--- config.mk ---
export PLATFORM = sky130hd
export DESIGN_NAME = mmv_top
export DESIGN_NICKNAME = d
export VERILOG_FILES = /design/src/logic/mmv_pkg.sv /design/src/logic/mmv_if.sv /design/src/logic/mmv_decode.sv /design/src/logic/mmv_top.sv
export SDC_FILE = /design/constraint.sdc
export NUM_CORES = 1
export LEC_CHECK = 0
export ABC_CLOCK_PERIOD_IN_PS = 4700
export BUFFER_PORTS_ARGS = -buffer_cell sky130_fd_sc_hd__buf_4
export CAP_MARGIN = 20
export CORE_UTILIZATION = 51
export CTS_BUF_LIST = sky130_fd_sc_hd__clkbuf_8
export DETAILED_ROUTE_END_ITERATION = 8
export PLACE_DENSITY = 0.9
export SYNTH_ARGS = -nofsm -noshare
export SYNTH_HDL_FRONTEND = slang
export SYNTH_HIERARCHICAL = 1
export SYNTH_SLANG_ARGS = --single-unit
--- constraint.sdc ---
create_clock -name clk -period 4.7 [get_ports clk]
set_input_delay 0.235 -clock clk [delete_from_list [all_inputs] [get_ports clk]]
set_output_delay 0.235 -clock clk [all_outputs]
set_load 0.1 [all_outputs]
--- src/logic/mmv_pkg.sv ---
// Constants and types for the memory map and vector decoder
package mmv_pkg;
	localparam logic [7:0]  MMV_MEM_SIZE_RST     = 8'hcf;
	localparam logic [7:0]  MMV_XRAM_SIZE_RST    = 8'h0c;
	localparam logic [7:0]  MMV_MEM_SIZE_32K     = 8'hc8;
	localparam logic [7:0]  MMV_MEM_SIZE_48K     = 8'hcc;
	localparam logic [7:0]  MMV_MEM_SIZE_60K     = 8'hcf;
	localparam logic [7:0]  MMV_XRAM_SIZE_32K    = 8'h0a;
	localparam logic [7:0]  MMV_XRAM_SIZE_BIG    = 8'h08;
	localparam logic [5:0]  MMV_BLK_LAST_SMALL   = 6'h1f;
	localparam logic [5:0]  MMV_BLK_LAST_MEDIUM  = 6'h2f;
	localparam logic [5:0]  MMV_BLK_LAST_LARGE   = 6'h3b;
	localparam logic [15:0] MMV_FLASH_END_SMALL  = 16'h7fff;
	localparam logic [15:0] MMV_FLASH_END_MEDIUM = 16'hbfff;
	localparam logic [15:0] MMV_FLASH_END_LARGE  = 16'hefff;
	localparam int          MMV_BLK_LSB          = 10;
	localparam logic [15:0] MMV_VEC_END          = 16'h003f;
	localparam logic [15:0] MMV_RESET_VEC        = 16'h0000;
	localparam logic [15:0] MMV_SFR_BASE         = 16'hff00;
	localparam logic [15:0] MMV_BOOT0_END        = 16'h0fff;
	localparam logic [15:0] MMV_LVI_VEC          = 16'h0004;
	localparam logic [15:0] MMV_EXTERNAL_INTERRUPT_0_VEC        = 16'h0006;
	localparam logic [15:0] MMV_CANERR_VEC       = 16'h0012;
	localparam logic [15:0] MMV_BRK_VEC          = 16'h003e;
	localparam logic [4:0]  MMV_SRC_BRK          = 5'h1f;
	typedef enum logic [1:0] {
		MMV_VAR_SMALL  = 2'h0,
		MMV_VAR_MEDIUM = 2'h1,
		MMV_VAR_LARGE  = 2'h2
	} mmv_variant_t;
	typedef enum logic [3:0] {
		MMV_IDLE = 4'h1,
		MMV_LOW  = 4'h2,
		MMV_HIGH = 4'h4,
		MMV_DONE = 4'h8
	} mmv_state_t;
endpackage : mmv_pkg

--- src/logic/mmv_if.sv ---
// Bundle between the vector sequencer and the address decoder
`timescale 1ns/100ps
interface mmv_if;
	logic [15:0] addr;
	logic        flash_hit;
	logic        vec_hit;
	logic        sfr_hit;
	logic        valid_flash;
	logic [5:0]  block;
	logic        boot0_hit;
	modport dec (input addr, output flash_hit, vec_hit, sfr_hit, valid_flash, block, boot0_hit);
	modport top (output addr, input flash_hit, vec_hit, sfr_hit, valid_flash, block, boot0_hit);
endinterface : mmv_if

--- src/logic/mmv_decode.sv ---
// Combinational address space decoder
`timescale 1ns/100ps
module mmv_decode
	import mmv_pkg::*;
(
	mmv_if.dec              bus,
	input  wire logic [1:0] variant
);
	logic [15:0] flash_end;
	logic [5:0]  blk_last;
	always_comb
	begin
		case (variant)
			MMV_VAR_SMALL:
			begin
				flash_end = MMV_FLASH_END_SMALL;
				blk_last  = MMV_BLK_LAST_SMALL;
			end
			MMV_VAR_MEDIUM:
			begin
				flash_end = MMV_FLASH_END_MEDIUM;
				blk_last  = MMV_BLK_LAST_MEDIUM;
			end
			default:
			begin
				flash_end = MMV_FLASH_END_LARGE;
				blk_last  = MMV_BLK_LAST_LARGE;
			end
		endcase
	end
	assign bus.block       = bus.addr[15:MMV_BLK_LSB];
	assign bus.flash_hit   = (bus.addr <= flash_end);
	assign bus.valid_flash = (bus.block <= blk_last);
	assign bus.vec_hit     = (bus.addr <= MMV_VEC_END);
	assign bus.sfr_hit     = (bus.addr >= MMV_SFR_BASE);
	assign bus.boot0_hit   = (bus.addr <= MMV_BOOT0_END);
endmodule : mmv_decode

--- src/logic/mmv_top.sv ---
// Memory map decoder with reset and interrupt vector fetch
`timescale 1ns/100ps
module mmv_top
	import mmv_pkg::*;
(
	input  wire logic        clk,
	input  wire logic        rstn,
	input  wire logic [1:0]  variant,
	input  wire logic        boot0_protect,
	input  wire logic        cpu_req,
	input  wire logic        cpu_we,
	input  wire logic [15:0] cpu_addr,
	input  wire logic [7:0]  cpu_wdata,
	input  wire logic        size_we,
	input  wire logic        size_sel,
	input  wire logic        irq_ack,
	input  wire logic [4:0]  irq_src,
	input  wire logic [7:0]  flash_rdata,
	input  wire logic [15:0] program_counter,
	output logic             mem_req,
	output logic             mem_we,
	output logic [15:0]      mem_addr,
	output logic             flash_sel,
	output logic             sfr_sel,
	output logic             vec_sel,
	output logic [5:0]       flash_block,
	output logic             block_invalid,
	output logic             write_refused,
	output logic             busy,
	output logic             pc_load,
	output logic [15:0]      pc_value,
	output logic [7:0]       memory_size_select,
	output logic [7:0]       expansion_ram_size_select
);
	mmv_if bus ();
	mmv_state_t  state_reg, state_next;
	logic [15:0] vaddr_reg, vaddr_next;
	logic [7:0]  low_reg, low_next;
	logic [15:0] pc_reg, pc_next;
	logic        load_reg, load_next;
	logic [7:0]  ims_reg, ims_next;
	logic [7:0]  ixs_reg, ixs_next;
	logic        seq_fetch;
	logic        prot_hit;
	mmv_decode u_dec (
		.bus     (bus),
		.variant (variant)
	);
	// Sequencer owns the address bus while fetching a vector
	assign seq_fetch = (state_reg == MMV_LOW) || (state_reg == MMV_HIGH);
	assign bus.addr  = seq_fetch ? vaddr_reg : (cpu_req ? cpu_addr : program_counter);
	assign prot_hit  = cpu_req && cpu_we && boot0_protect && bus.boot0_hit && !seq_fetch;
	assign mem_req       = seq_fetch || (cpu_req && !prot_hit);
	assign mem_we        = cpu_req && cpu_we && !prot_hit && !seq_fetch;
	assign write_refused = prot_hit;
	assign mem_addr      = bus.addr;
	assign flash_sel     = bus.flash_hit && bus.valid_flash;
	assign sfr_sel       = bus.sfr_hit;
	assign vec_sel       = bus.vec_hit;
	assign flash_block   = bus.block;
	// Any block past the variant's last one, peripheral area included
	assign block_invalid = !bus.valid_flash;
	assign busy          = (state_reg != MMV_IDLE);
	assign pc_load       = load_reg;
	assign pc_value      = pc_reg;
	assign memory_size_select        = ims_reg;
	assign expansion_ram_size_select = ixs_reg;
	// Size selects are plain storage; the variant input steers decode
	always_comb
	begin
		ims_next = ims_reg;
		ixs_next = ixs_reg;
		if (size_we && !size_sel)
			ims_next = cpu_wdata;
		else if (size_we && size_sel)
			ixs_next = cpu_wdata;
	end
	always_comb
	begin
		state_next = state_reg;
		vaddr_next = vaddr_reg;
		low_next   = low_reg;
		pc_next    = pc_reg;
		load_next  = 1'b0;
		case (state_reg)
			MMV_IDLE:
			begin
				if (irq_ack)
				begin
					vaddr_next = {10'h000, irq_src, 1'b0};
					state_next = MMV_LOW;
				end
			end
			MMV_LOW:
			begin
				low_next   = flash_rdata;
				vaddr_next = vaddr_reg | 16'h0001;
				state_next = MMV_HIGH;
			end
			MMV_HIGH:
			begin
				pc_next    = {flash_rdata, low_reg};
				load_next  = 1'b1;
				state_next = MMV_DONE;
			end
			default:
			begin
				state_next = MMV_IDLE;
			end
		endcase
	end
	// Out of reset the first fetch is the reset vector, same for every cause
	always_ff @(posedge clk or negedge rstn)
	begin
		if (!rstn)
		begin
			state_reg <= MMV_LOW;
			vaddr_reg <= MMV_RESET_VEC;
			low_reg   <= 8'h00;
			pc_reg    <= 16'h0000;
			load_reg  <= 1'b0;
			ims_reg   <= MMV_MEM_SIZE_RST;
			ixs_reg   <= MMV_XRAM_SIZE_RST;
		end
		else
		begin
			state_reg <= state_next;
			vaddr_reg <= vaddr_next;
			low_reg   <= low_next;
			pc_reg    <= pc_next;
			load_reg  <= load_next;
			ims_reg   <= ims_next;
			ixs_reg   <= ixs_next;
		end
	end
endmodule : mmv_top

==> Word level (Yosys, flattened, before mapping) <==
Cells that the tools add are included.
{ "word_totals": {"out_inout_bits": 63, "inputBits": 63, "elab_cells": 51, "ff_bits": 61} }
{ "classes": {"n_reduce_logical": 21, "n_bitwise": 2, "magnitude_cmp": 5, "n_mux": 9, "eq_ne": 6} }
{ "ops": {"columns": ["operator", "n"], "rows": [
  ["16-bit one-hot mux with 2 select lines", 2],
  ["16-bit 2-to-1 mux", 3],
  ["16-bit greater-or-equal comparator (second input constant)", 1],
  ["16-bit by 12-bit less-or-equal comparator with 1-bit output (second input constant)", 1],
  ["16-bit less-or-equal comparator", 1],
  ["16-bit by 6-bit less-or-equal comparator with 1-bit output (second input constant)", 1],
  ["4-bit one-hot mux with 3 select lines", 1],
  ["6-bit one-hot mux with 2 select lines", 1],
  ["1-bit logical AND", 10],
  ["6-bit less-or-equal comparator", 1],
  ["4-bit by 1-bit equality test with 1-bit output (second input constant)", 1],
  ["4-bit by 2-bit equality test with 1-bit output (second input constant)", 1],
  ["4-bit by 3-bit equality test with 1-bit output (second input constant)", 1],
  ["1-bit logical NOT", 4],
  ["4-bit 2-to-1 mux", 1],
  ["4-bit by 1-bit inequality test with 1-bit output (second input constant)", 1],
  ["2-bit AND reduction", 2],
  ["3-bit AND reduction", 1],
  ["2-bit by 1-bit equality test with 1-bit output (second input constant)", 1],
  ["2-bit logical NOT", 1],
  ["1-bit logical OR", 2],
  ["2-bit inequality test (second input constant)", 1],
  ["1-bit inverter", 2],
  ["2-bit nonzero test", 1],
  ["1-bit 2-to-1 mux", 1]
]} }

==> Depth between registers and ports, before layout <==
Gate-level depths: netlist of run 1.
{ "logic_depth": {"depth_word": 9, "depth_mapped": 10, "ltp_nobuf": 8} }

==> Hierarchy <==
Netlist of run 1, hierarchy kept.
{ "by_module_without_submodules": {"columns": ["module", "instances", "cells_each", "area_per_inst_um2", "seq_area_each_um2"], "rows": [
  ["mmv_top", 1, 161, 2289.7, 1287.5],
  ["mmv_decode", 1, 28, 200.2, 0.0]
]} }

==> Worst setup path before layout of run 1 <==
No wires, ideal clock.
{ "synth_path": {"kind": "reg-to-output", "from": "register state_reg[1]", "to": "output port mem_we", "t_required_ps": 4465, "n_path_buf": 2, "path_stages_with_launch": 9, "slack_ps": -620, "arrival_time_ps": 5085, "cell_sequence": "dfstp_2 -> xnor2_1 -> nor3_1 -> buf_2 -> buf_2 -> nor2_1 -> nor4_2 -> nand2_1 -> nor3b_1"} }
{ "synth_via": {"elab_chain_len": 9, "word_cells_on_any_way": 11, "cone_classes": "1 x order compare; 2 x eq/ne; 1 x mux; 7 x reduce/logical"} }
{ "synth_rtl": {"columns": ["item", "line", "rtl"], "rows": [
  ["start, declared", "mmv_top.sv:36", "mmv_state_t state_reg, state_next;"],
  ["start signal, assigned", "mmv_top.sv:127", "state_reg <= state_next;"],
  ["4-bit by 2-bit equality test with 1-bit output / 4-bit by 3-bit equality test with 1-bit output (equally long branches)", "mmv_top.sv:50", "assign seq_fetch = (state_reg == MMV_LOW) || (state_reg == MMV_HIGH);"],
  ["1-bit logical OR *", "mmv_top.sv:50", null],
  ["16-bit 2-to-1 mux *", "mmv_top.sv:51", "assign bus.addr = seq_fetch ? vaddr_reg : (cpu_req ? cpu_addr : program_counter);"],
  ["via mem_addr[15]", "mmv_top.sv:22", "output logic [15:0] mem_addr,"],
  ["16-bit by 12-bit less-or-equal comparator with 1-bit output *", "mmv_decode.sv:36", "assign bus.boot0_hit = (bus.addr <= MMV_BOOT0_END);"],
  ["via bus.boot0_hit", "mmv_if.sv:10", "logic boot0_hit;"],
  ["1-bit logical AND * (2 in a row)", "mmv_top.sv:52", "assign prot_hit = cpu_req && cpu_we && boot0_protect && bus.boot0_hit && !seq_fetch;"],
  ["1-bit logical NOT *", "mmv_top.sv:54", "assign mem_we = cpu_req && cpu_we && !prot_hit && !seq_fetch;"],
  ["1-bit logical AND * (2 in a row)", "mmv_top.sv:54", null],
  ["end, declared", "mmv_top.sv:21", "output logic mem_we,"]
]} }
Mark *: on every way through the listed nets, which the timed path passes. The rest lies on a longest branch.

==> Worst setup path in the final report of run 1 <==
{ "layout_path": {"from": "register state_reg[1]", "to": "output port flash_sel"} }
{ "layout_via": {"elab_chain_len": 5, "word_cells_on_any_way": 7, "cone_classes": "2 x order compare; 2 x eq/ne; 1 x mux; 2 x reduce/logical"} }
{ "layout_rtl": {"columns": ["item", "line", "rtl"], "rows": [
  ["4-bit by 2-bit equality test with 1-bit output / 4-bit by 3-bit equality test with 1-bit output (equally long branches)", "mmv_top.sv:50", null],
  ["1-bit logical OR *", "mmv_top.sv:50", null],
  ["16-bit 2-to-1 mux *", "mmv_top.sv:51", null],
  ["16-bit less-or-equal comparator *", "mmv_decode.sv:32", "assign bus.flash_hit = (bus.addr <= flash_end);"],
  ["via bus.flash_hit", "mmv_if.sv:5", "logic flash_hit;"],
  ["1-bit logical AND *", "mmv_top.sv:57", "assign flash_sel = bus.flash_hit && bus.valid_flash;"],
  ["end, declared", "mmv_top.sv:23", "output logic flash_sel,"]
]} }
Marks and branches as above.

==> reports/summary.md, run 1 <==
Measured along the x axis, the die boundary spans 71.9 um. Summed over all failing endpoints, the final setup total negative slack is 0 ns. Power spread over the standard cell area amounts to 737 nW/um^2. The floorplan step set the die height to 71.9 um. In the global route stage, overall resource usage came out at 24.0%.

For the worst setup path, the data required time is 4.47 ns. After detailed routing, no signal wire sits above met4. Clock tree synthesis inserted a total of 5 buffers. The post-route netlist has 65.9% of its cells at a drive strength greater than 1.

The number of global-route vias before repair was 1880. The largest clock skew in the final design was 0.00601 ns; the largest net degree at the start of global routing was 52. When the netlist entered floorplanning its net count stood at 255. The run gives 1.76 nW as the leakage power figure. The clock root buffer master was sky130_fd_sc_hd__clkbuf_8. 126 I/O pins were placed. The number of maximum-capacitance constraint violations was 0. Synthesis handed over a netlist of 189 instances. Detailed placement finished with a half-perimeter wire length of 4640 um. The critical path goes through xnor2_1 -> nor3_2 -> buf_4 -> nor2_1 -> ha_1 -> nand4_1 -> o41ai_2 -> and2_1 -> buf_4.

The logs give 37.8% for the relative slew slack and 9360 um for the wire length of the first global-routing pass. The startpoint identified for the worst hold timing path is irq_ack. Prior to clock tree synthesis, the placed netlist has a worst setup slack of 2.07 ns. For hold timing, the worst endpoint is state_reg[0].

The run gives 0.30 ns as the clock latency on the worst-skew pair. The hold buffer count at CTS is 1. The count of nets left with antenna violations once routing finished came out at 0. The number of port buffers works out to 125. The post-layout worst setup margin was 1.72 ns.

After detailed routing, the met3 layer carries 466 um of wire. Each instance of the synthesized netlist takes up on average 13.2 um^2. The tools report the critical path endpoint category as an output port. The clock net in this run drives a total of 51 sinks. Timing would allow up to 0.336 GHz. TritonCTS built the clock tree.

The flow ran to the end, and the final reports show no timing, DRC or antenna violations. For the cell count after placement, the log shows 368. Leaving out fill and tap cells, the most frequent cells in the layout are sky130_fd_sc_hd__buf_4 (126), sky130_fd_sc_hd__mux2_2 (56), sky130_fd_sc_hd__dfrtp_1 (42), sky130_fd_sc_hd__nor2_1 (13), sky130_fd_sc_hd__mux2i_1 (10). The endpoint identified for the worst register-to-register timing path is vaddr_reg[4]. STA puts the critical path data arrival time at 2.74 ns. The post-synthesis async set-or-reset flop share works out to 100%.

Subtracting the final worst setup slack from the clock period gives 2.98 ns. For the non-filler instance count after layout, the log shows 378. On the critical path the largest part of the delay comes from simple AND/OR/NAND/NOR gates. Measured on the finished design, the core utilization comes to 75.8%. The run gives 5170 um^2 as the overall die area.

The run gives 0 as the final hold violation count. The tools report the number of nets at the end of the flow as 376. Across all register-to-register paths, the minimum setup slack is 2.76 ns. The depth of the CTS H-tree was 2; the routed via count divided by cell count was 5.08.

The cell that appears most often on the critical path is sky130_fd_sc_hd__buf_4. Setup repair after global routing left no endpoint under its margin. Dividing the detail-routed wire length by the instance count gives 15.9 um. The class of the most critical setup path was flip-flop to output port. The final critical path takes up 63.4% of the cycle.

The peak supply drop is 0.000517 V. The element type at the critical path start was a flip-flop. Once the clock tree was built, the setup fixing pass inserted 0 buffers. Cell with the biggest individual delay on the critical path: sky130_fd_sc_hd__dfstp_2. Leaving out fill and tap cells, the most frequent cell in the layout is sky130_fd_sc_hd__buf_4. For the worst flop-to-flop path, the logic depth is 3. The floorplan step defined a core boundary enclosing 4720 um^2. The clock transition at the registers of the reported paths came out at 0.08 ns. Global routing finished with a remaining overflow of 0. The logs give 1920 for the number of vias in the routed layout and 29 for the count of distinct cell types in the synthesized netlist. For this run, the leading register cell type out of synthesis is sky130_fd_sc_hd__dfrtp_1. After synthesis the netlist holds a flip-flop and latch count of 51. The tools report the placement row count as 25. Final count of pins violating max slew: 0.

Class of the tightest hold or removal check: input port to flip-flop. The worst hold path was traced through 2 stages. At the pin with the least slew margin, the transition time is 0.929 ns. The tightest hold path in the finished design has a slack of 0.112 ns. The flip-flop count of the largest register after layout is 16. For this configuration, the core starts out at a cell density of 52.7%.

The count of inserted antenna diode cells was 0; the number of antenna violations at the first check in global routing was 0. The total of warnings raised by yosys came out at 6. The run gives 51.7% as the part of the Yosys area used for sequential elements. The largest fanout on the critical path was 20; the total of cells resized after clock tree synthesis was 0. The detailed route wirelength on metal2 is 3100 um, and the delay contributed by the slowest stage of the critical path is 0.61 ns.

The logs give 48 for the violation count after the first detailed-routing iteration and 2490 um^2 for the post-synthesis instance area. The number of flops mapped to enable cells by yosys is 0. Post-detailed-routing wire length: 6030 um.

For this block, wires on met1 add up to 2390 um. The synthesis-to-layout area growth is 43.7%, and the number of iterations in the first detailed-routing pass is 4. The count of final setup violators is 0, and the count of buffering cells on the critical path with inverters included is 2.

For the number of buffers between clock root and the deepest sink, the log shows 2. In the routed design, unresolved DRC markers number 0. Start of the worst register-to-register path: state_reg[1]. Routability-driven placement finished with a final weighted congestion of 0.774.
==> cell families after synthesis <==
logic type | count (synthesis) | synth area share (%)
fa+ha+maj | 3 | 1.51
xor+xnor | 1 | 0.352
mux | 67 | 29.8
buf+inv | 17 | 3.97
flops | 51 | 51.7
compound gates | 6 | 1.86
simple gates | 44 | 10.8
==> cell usage after synthesis, types with 2 or more instances <==
cell type                  count  share of area, %
sky130_fd_sc_hd__mux2_2       56                25
sky130_fd_sc_hd__dfrtp_1      42                42
sky130_fd_sc_hd__nor2_1       13               2.0
sky130_fd_sc_hd__mux2i_1      10               4.0
sky130_fd_sc_hd__dfstp_2       9               9.5
sky130_fd_sc_hd__buf_4         8               2.4
sky130_fd_sc_hd__nor2b_1       7               1.8
sky130_fd_sc_hd__nand2_1       6              0.90
sky130_fd_sc_hd__nand4_1       6               1.5
sky130_fd_sc_hd__buf_2         4              0.80
sky130_fd_sc_hd__ha_1          3               1.5
sky130_fd_sc_hd__inv_1         3              0.45
sky130_fd_sc_hd__a21o_1        2              0.60
sky130_fd_sc_hd__a21oi_1       2              0.40
sky130_fd_sc_hd__clkbuf_1      2              0.30
sky130_fd_sc_hd__nor3_1        2              0.40
sky130_fd_sc_hd__nor4b_2       2               1.2
==> routing by layer <==
metal / GRT usage, % / vias up
met2: 43.0 / 79
met3: 6.33 / 8
met1: 28.5 / 921
met4: 6.54 / 0
met5: 0 / -
li1: - / 912
==> layout make-up <==
type | instances | area, um^2
Clock buffer | 5 | 68.8
Clock inverter | 3 | 37.5
Multi-Input combinational cell | 121 | 1120
Inverter | 3 | 11.3
Sequential cell | 51 | 1290
Tap cell | 67 | 83.8
Timing Repair Buffer | 128 | 967
Fill cell | 343 | 1140
==> worst reg2reg max path, delay by kind of cell (launching register included) <==
kind / cells / cell delay (ns)
flops: 1 / 0.61
mux: 1 / 0.30
simple gates: 2 / 0.93
==> worst max path at each step <==
stage                 start       endpoint  slack, ns  depth (start not counted)
2_1_floorplan  state_reg[1]  write_refused       0.16                          8
3_3_place_gp   state_reg[1]      flash_sel       2.15                          9
3_5_place_dp   state_reg[1]      flash_sel       2.07                          9
4_1_cts        state_reg[1]      flash_sel       1.72                          9
5_1_grt        state_reg[1]      flash_sel       1.57                          9
6_report       state_reg[1]      flash_sel       1.72                          9
==> power breakdown <==
group	switching, W	internal (W)
registers	0.0000939	0.000598
logic	0.00126	0.000397
clock network	0.000135	0.000155
==> metrics by stage <==
stage | instance area, um^2 | power, W
detailed placement | 3450 | 0.00236
finish | 3580 | 0.00264
global placement | 3450 | 0.00233
global route | 3580 | 0.00273
floorplan | 2490 | 0.00201
CTS | 3570 | 0.00266
(Power assumes the default switching activity.)
==> run 2, diff against run 1 <==
--- a/config.mk
+++ b/config.mk
@@ -5,13 +5,13 @@
 export SDC_FILE = /design/constraint.sdc
 export NUM_CORES = 1
 export LEC_CHECK = 0
-export ABC_CLOCK_PERIOD_IN_PS = 4700
+export ABC_CLOCK_PERIOD_IN_PS = 2700
 export BUFFER_PORTS_ARGS = -buffer_cell sky130_fd_sc_hd__buf_4
 export CAP_MARGIN = 20
-export CORE_UTILIZATION = 51
+export CORE_UTILIZATION = 43
 export CTS_BUF_LIST = sky130_fd_sc_hd__clkbuf_8
 export DETAILED_ROUTE_END_ITERATION = 8
-export PLACE_DENSITY = 0.9
+export PLACE_DENSITY = 0.81
 export SYNTH_ARGS = -nofsm -noshare
 export SYNTH_HDL_FRONTEND = slang
 export SYNTH_HIERARCHICAL = 1
==> constraint.sdc (replaced) <==
create_clock -name clk -period 2.7 [get_ports clk]
set_input_delay 0.135 -clock clk [delete_from_list [all_inputs] [get_ports clk]]
set_output_delay 0.135 -clock clk [all_outputs]
set_load 0.1 [all_outputs]
==> run 2 against run 1 <==
Non-clock buffer count grew 10. Combinational power grew 88%. Critical path depth is the same. Clock skew grew 0.0029 ns. Setup slack lost 1.7 ns. Global-route usage shrank 3.8 points. Register-to-register slack lost 1.9 ns. Critical endpoint unchanged. Largest cell class unchanged.
==> reports/summary.md, run 2 (synthesized netlist as in run 1, its figures left out) <==
The run gives 3 (-1) as the number of iterations in the first detailed-routing pass. The run gives 0.0244 ns (-0.0881 ns) as the tightest hold margin. The slew of the pin with the lowest slew margin is 0.703 ns (-0.226 ns). Number of nets with antenna violations after routing: 0 (unchanged).

The cell-internal power was 0.00214 W (+87%); the share of layout cells above drive strength 1 was 73.2% (+7.3 points). The clock transition at the registers of the reported paths works out to 0.08 ns (about the same). Critical path endpoint category: an output port. Wire length of the first global-routing pass: 9560 um (+2.1%).

The x dimension of the die was 78.1 um (+8.7%). For the final count of pins violating max slew, the log shows 0 (unchanged). The worst hold path belongs to the class input port to flip-flop. The clock sink count is 51 (unchanged). The routed via count divided by cell count was 5.07 (-0.21%); the finished layout cell area was 3880 um^2 (+8.3%). The switching power summed over all nets was 0.00266 W (+79%); the number of maximum-capacitance constraint violations was 0 (unchanged).

The routed wire length per instance was 15.8 um (-1.0%). The delay contributed by the slowest stage of the critical path came out at 0.55 ns (-0.06 ns). The logs give 1992 (+3.8%) for the number of vias in the routed layout and 0 (unchanged) for the number of antenna violations at the first check in global routing. The final-layout fill cell count is 407 (+19%), and the arrival time at the worst endpoint is 2.52 ns (-0.22 ns). The part of the total power dissipated in sequential elements came out at 25.1% (-1.2 points). The initial standard-cell utilization of the core was 44.9% (-7.8 points). In this run the critical register-to-register path is launched from state_reg[1]. The CTS buffer count came out at 5 (unchanged). The tools report the peak supply drop as 0.000825 V (+60%). The critical path launch point is state_reg[1].

The class of the most critical setup path is flip-flop to output port. The tools report the clock latency on the worst-skew pair as 0.30 ns (about the same). For the number of ports placed on the die boundary, the log shows 126 (unchanged). TritonCTS built the clock tree.

The overall die area came out at 6100 um^2 (+18%). The tools report the source of the worst hold timing path as irq_ack. The area of the placeable core is 5540 um^2 (+17%), and the relative slew slack is 53.0% (+15 points). The final weighted congestion in routability-driven placement is 0.734 (-5.2%).

The violation count after the first detailed-routing iteration is 26 (-46%). The tools report the post-placement worst setup slack as 0.162 ns (-1.91 ns). The tools report the largest clock skew in the final design as 0.00894 ns (+0.00293 ns). Compared with the post-synthesis result, the final layout area differs by 55.7%. Die boundary height: 78.1 um (+8.7%).

The remaining global-route overflow came out at 0 (unchanged). The signal on the critical path passes through xnor2_1 -> nor3_2 -> buf_4 -> bufbuf_16 -> nor2_4 -> nand4_1 -> o41ai_2 -> and2_4 -> buf_12. The clock network power share is 10.4% (-0.6 points), and the power density relative to cell area is 1240 nW/um^2 (+68%). The flip-flop count of the largest register after layout was 16 (unchanged); the number of buffers between clock root and the deepest sink was 2 (unchanged).

The remaining design rule violation count is 0 (unchanged), and the count of inserted antenna diode cells is 0 (unchanged). For the data required time of the worst path, the log shows 2.57 ns (-1.90 ns). The run gives 386 (+2.7%) as the number of nets at the end of the flow. Leaving out fill and tap cells, the most frequent cell in the layout is sky130_fd_sc_hd__buf_4. The top cell types in the final layout, fill and taps aside, are sky130_fd_sc_hd__buf_4 (129), sky130_fd_sc_hd__mux2_2 (56), sky130_fd_sc_hd__dfrtp_1 (41), sky130_fd_sc_hd__nor2_4 (11), sky130_fd_sc_hd__mux2i_1 (10).

The share of the core filled with cells in the final layout is 70.0% (-5.8 points). The combined global-route utilization of all metal layers came out at 20.2% (-3.8 points). Counting I/O delays and the setup requirement, the final critical path takes 2.66 ns.

The number of global-route vias before repair came out at 2024 (+7.7%). The cell with the biggest individual delay on the critical path was sky130_fd_sc_hd__dfstp_2. The run gives 3630 um^2 (+5.3%) as the post-detailed-placement cell area. The post-detailed-routing wire length came out at 6200 um (+2.9%). The maximum operating frequency was 0.377 GHz; the largest fanout on the critical path was 10 (-50%).

The largest net degree at the start of global routing came out at 52 (unchanged). The worst path uses 98.4% of the clock period. The tools report the count of final setup violators as 0 (unchanged). The final hold violation count is 0 (unchanged), and the leakage power figure is 1.84 nW (+5.0%). STA classifies the critical path startpoint as a flip-flop. Clock root buffer master: sky130_fd_sc_hd__clkbuf_8.

The post-layout worst setup margin is 0.0443 ns (-1.68 ns), and the switching power as a share of total power is 55.3% (-1.0 points). The combinational share of power is 64.5% (+1.8 points), and the sum of net half-perimeters after detailed placement is 4680 um (+0.96%). Setup repair after global routing could not meet its margin everywhere. The number of port buffers came out at 125 (unchanged). The depth of the CTS H-tree was 2 (unchanged). The run finished with clean final reports. The tools report the placement row count as 27 (+8.0%).
==> run 2: changes by cell type in the layout (fill, tap and decap cells not counted), sizes merged <==
cell    previous run  this run
buf              127       135
bufbuf             0         1
clkbuf             5         6
==> run 2: cell type report <==
| cell class | instances | area [um^2] | area share, % |
|---|---|---|---|
| flip-flops and latches | 51 | 1290 | 33.2 |
| multi-input cells | 121 | 1260 | 32.6 |
| repair buffers | 138 | 1120 | 28.8 |
| well taps | 72 | 90.1 | 2.32 |
| clock buffers | 5 | 68.8 | 1.78 |
| clock inverters | 3 | 37.5 | 0.968 |
| inverters | 3 | 11.3 | 0.291 |
==> run 2: per-stage QoR <==
stage                     total power, W  setup TNS [ns]  instances
final                            0.00480               0        393
after global routing             0.00497         -0.0406        393
after CTS                        0.00480               0        390
after detailed placement         0.00422               0        378
after global placement           0.00417               0        378
after floorplan                  0.00360          -0.525        189
==> run 2: path summary, 6_finish.rpt <==
path / to / slack, ns / cells after the start
max in group asynchronous: state_reg[2] / 1.85 / 2
worst max-delay path: flash_sel / 0.04 / 9
worst max register to register: low_reg[4] / 0.86 / 4
worst min-delay path: state_reg[0] / 0.02 / 2
min in group asynchronous: low_reg[4] / 0.39 / 2
worst min register to register: vaddr_reg[0] / 0.49 / 1
==> run 2: critical path, delay by kind of cell (launching register included) <==
family	cells	cell delay, ns
AO/OA/AOI/OAI	1	0.38
flip-flops	1	0.55
buffers and inverters	3	0.60
XOR/XNOR	1	0.13
AND/OR/NAND/NOR	4	0.58
==> run 2: power by group through the flow <==
stage                     Combinational, W  Clock [W]  Sequential, W
after floorplan                    0.00140          0        0.00220
after global placement             0.00296          0        0.00120
after detailed placement           0.00300          0        0.00122
after CTS                          0.00307   0.000519        0.00121
after global routing               0.00319   0.000542        0.00123
final                              0.00310   0.000501        0.00121
==> run 2: repair_timing <==
item,4_1_cts,5_1_grt
pin swaps,1,8
setup buffers,2,3
hold buffers,1,0
setup endpoints to repair,2,6
gates cloned,1,0
gates resized for setup,4,10
hold endpoints to repair,42,0
==> run 2: metal layers <==
| metal | track usage (%) | part of all wire, % | up-vias | routed length (um) |
|---|---|---|---|---|
| li1 | - | - | 934 | - |
| met1 | 22.2 | 39 | 960 | 2410 |
| met2 | 37.2 | 50 | 91 | 3130 |
| met3 | 6.86 | 9.3 | 7 | 575 |
| met4 | 4.81 | 1.4 | 0 | 89 |
| met5 | 0 | 0 | - | 0 |
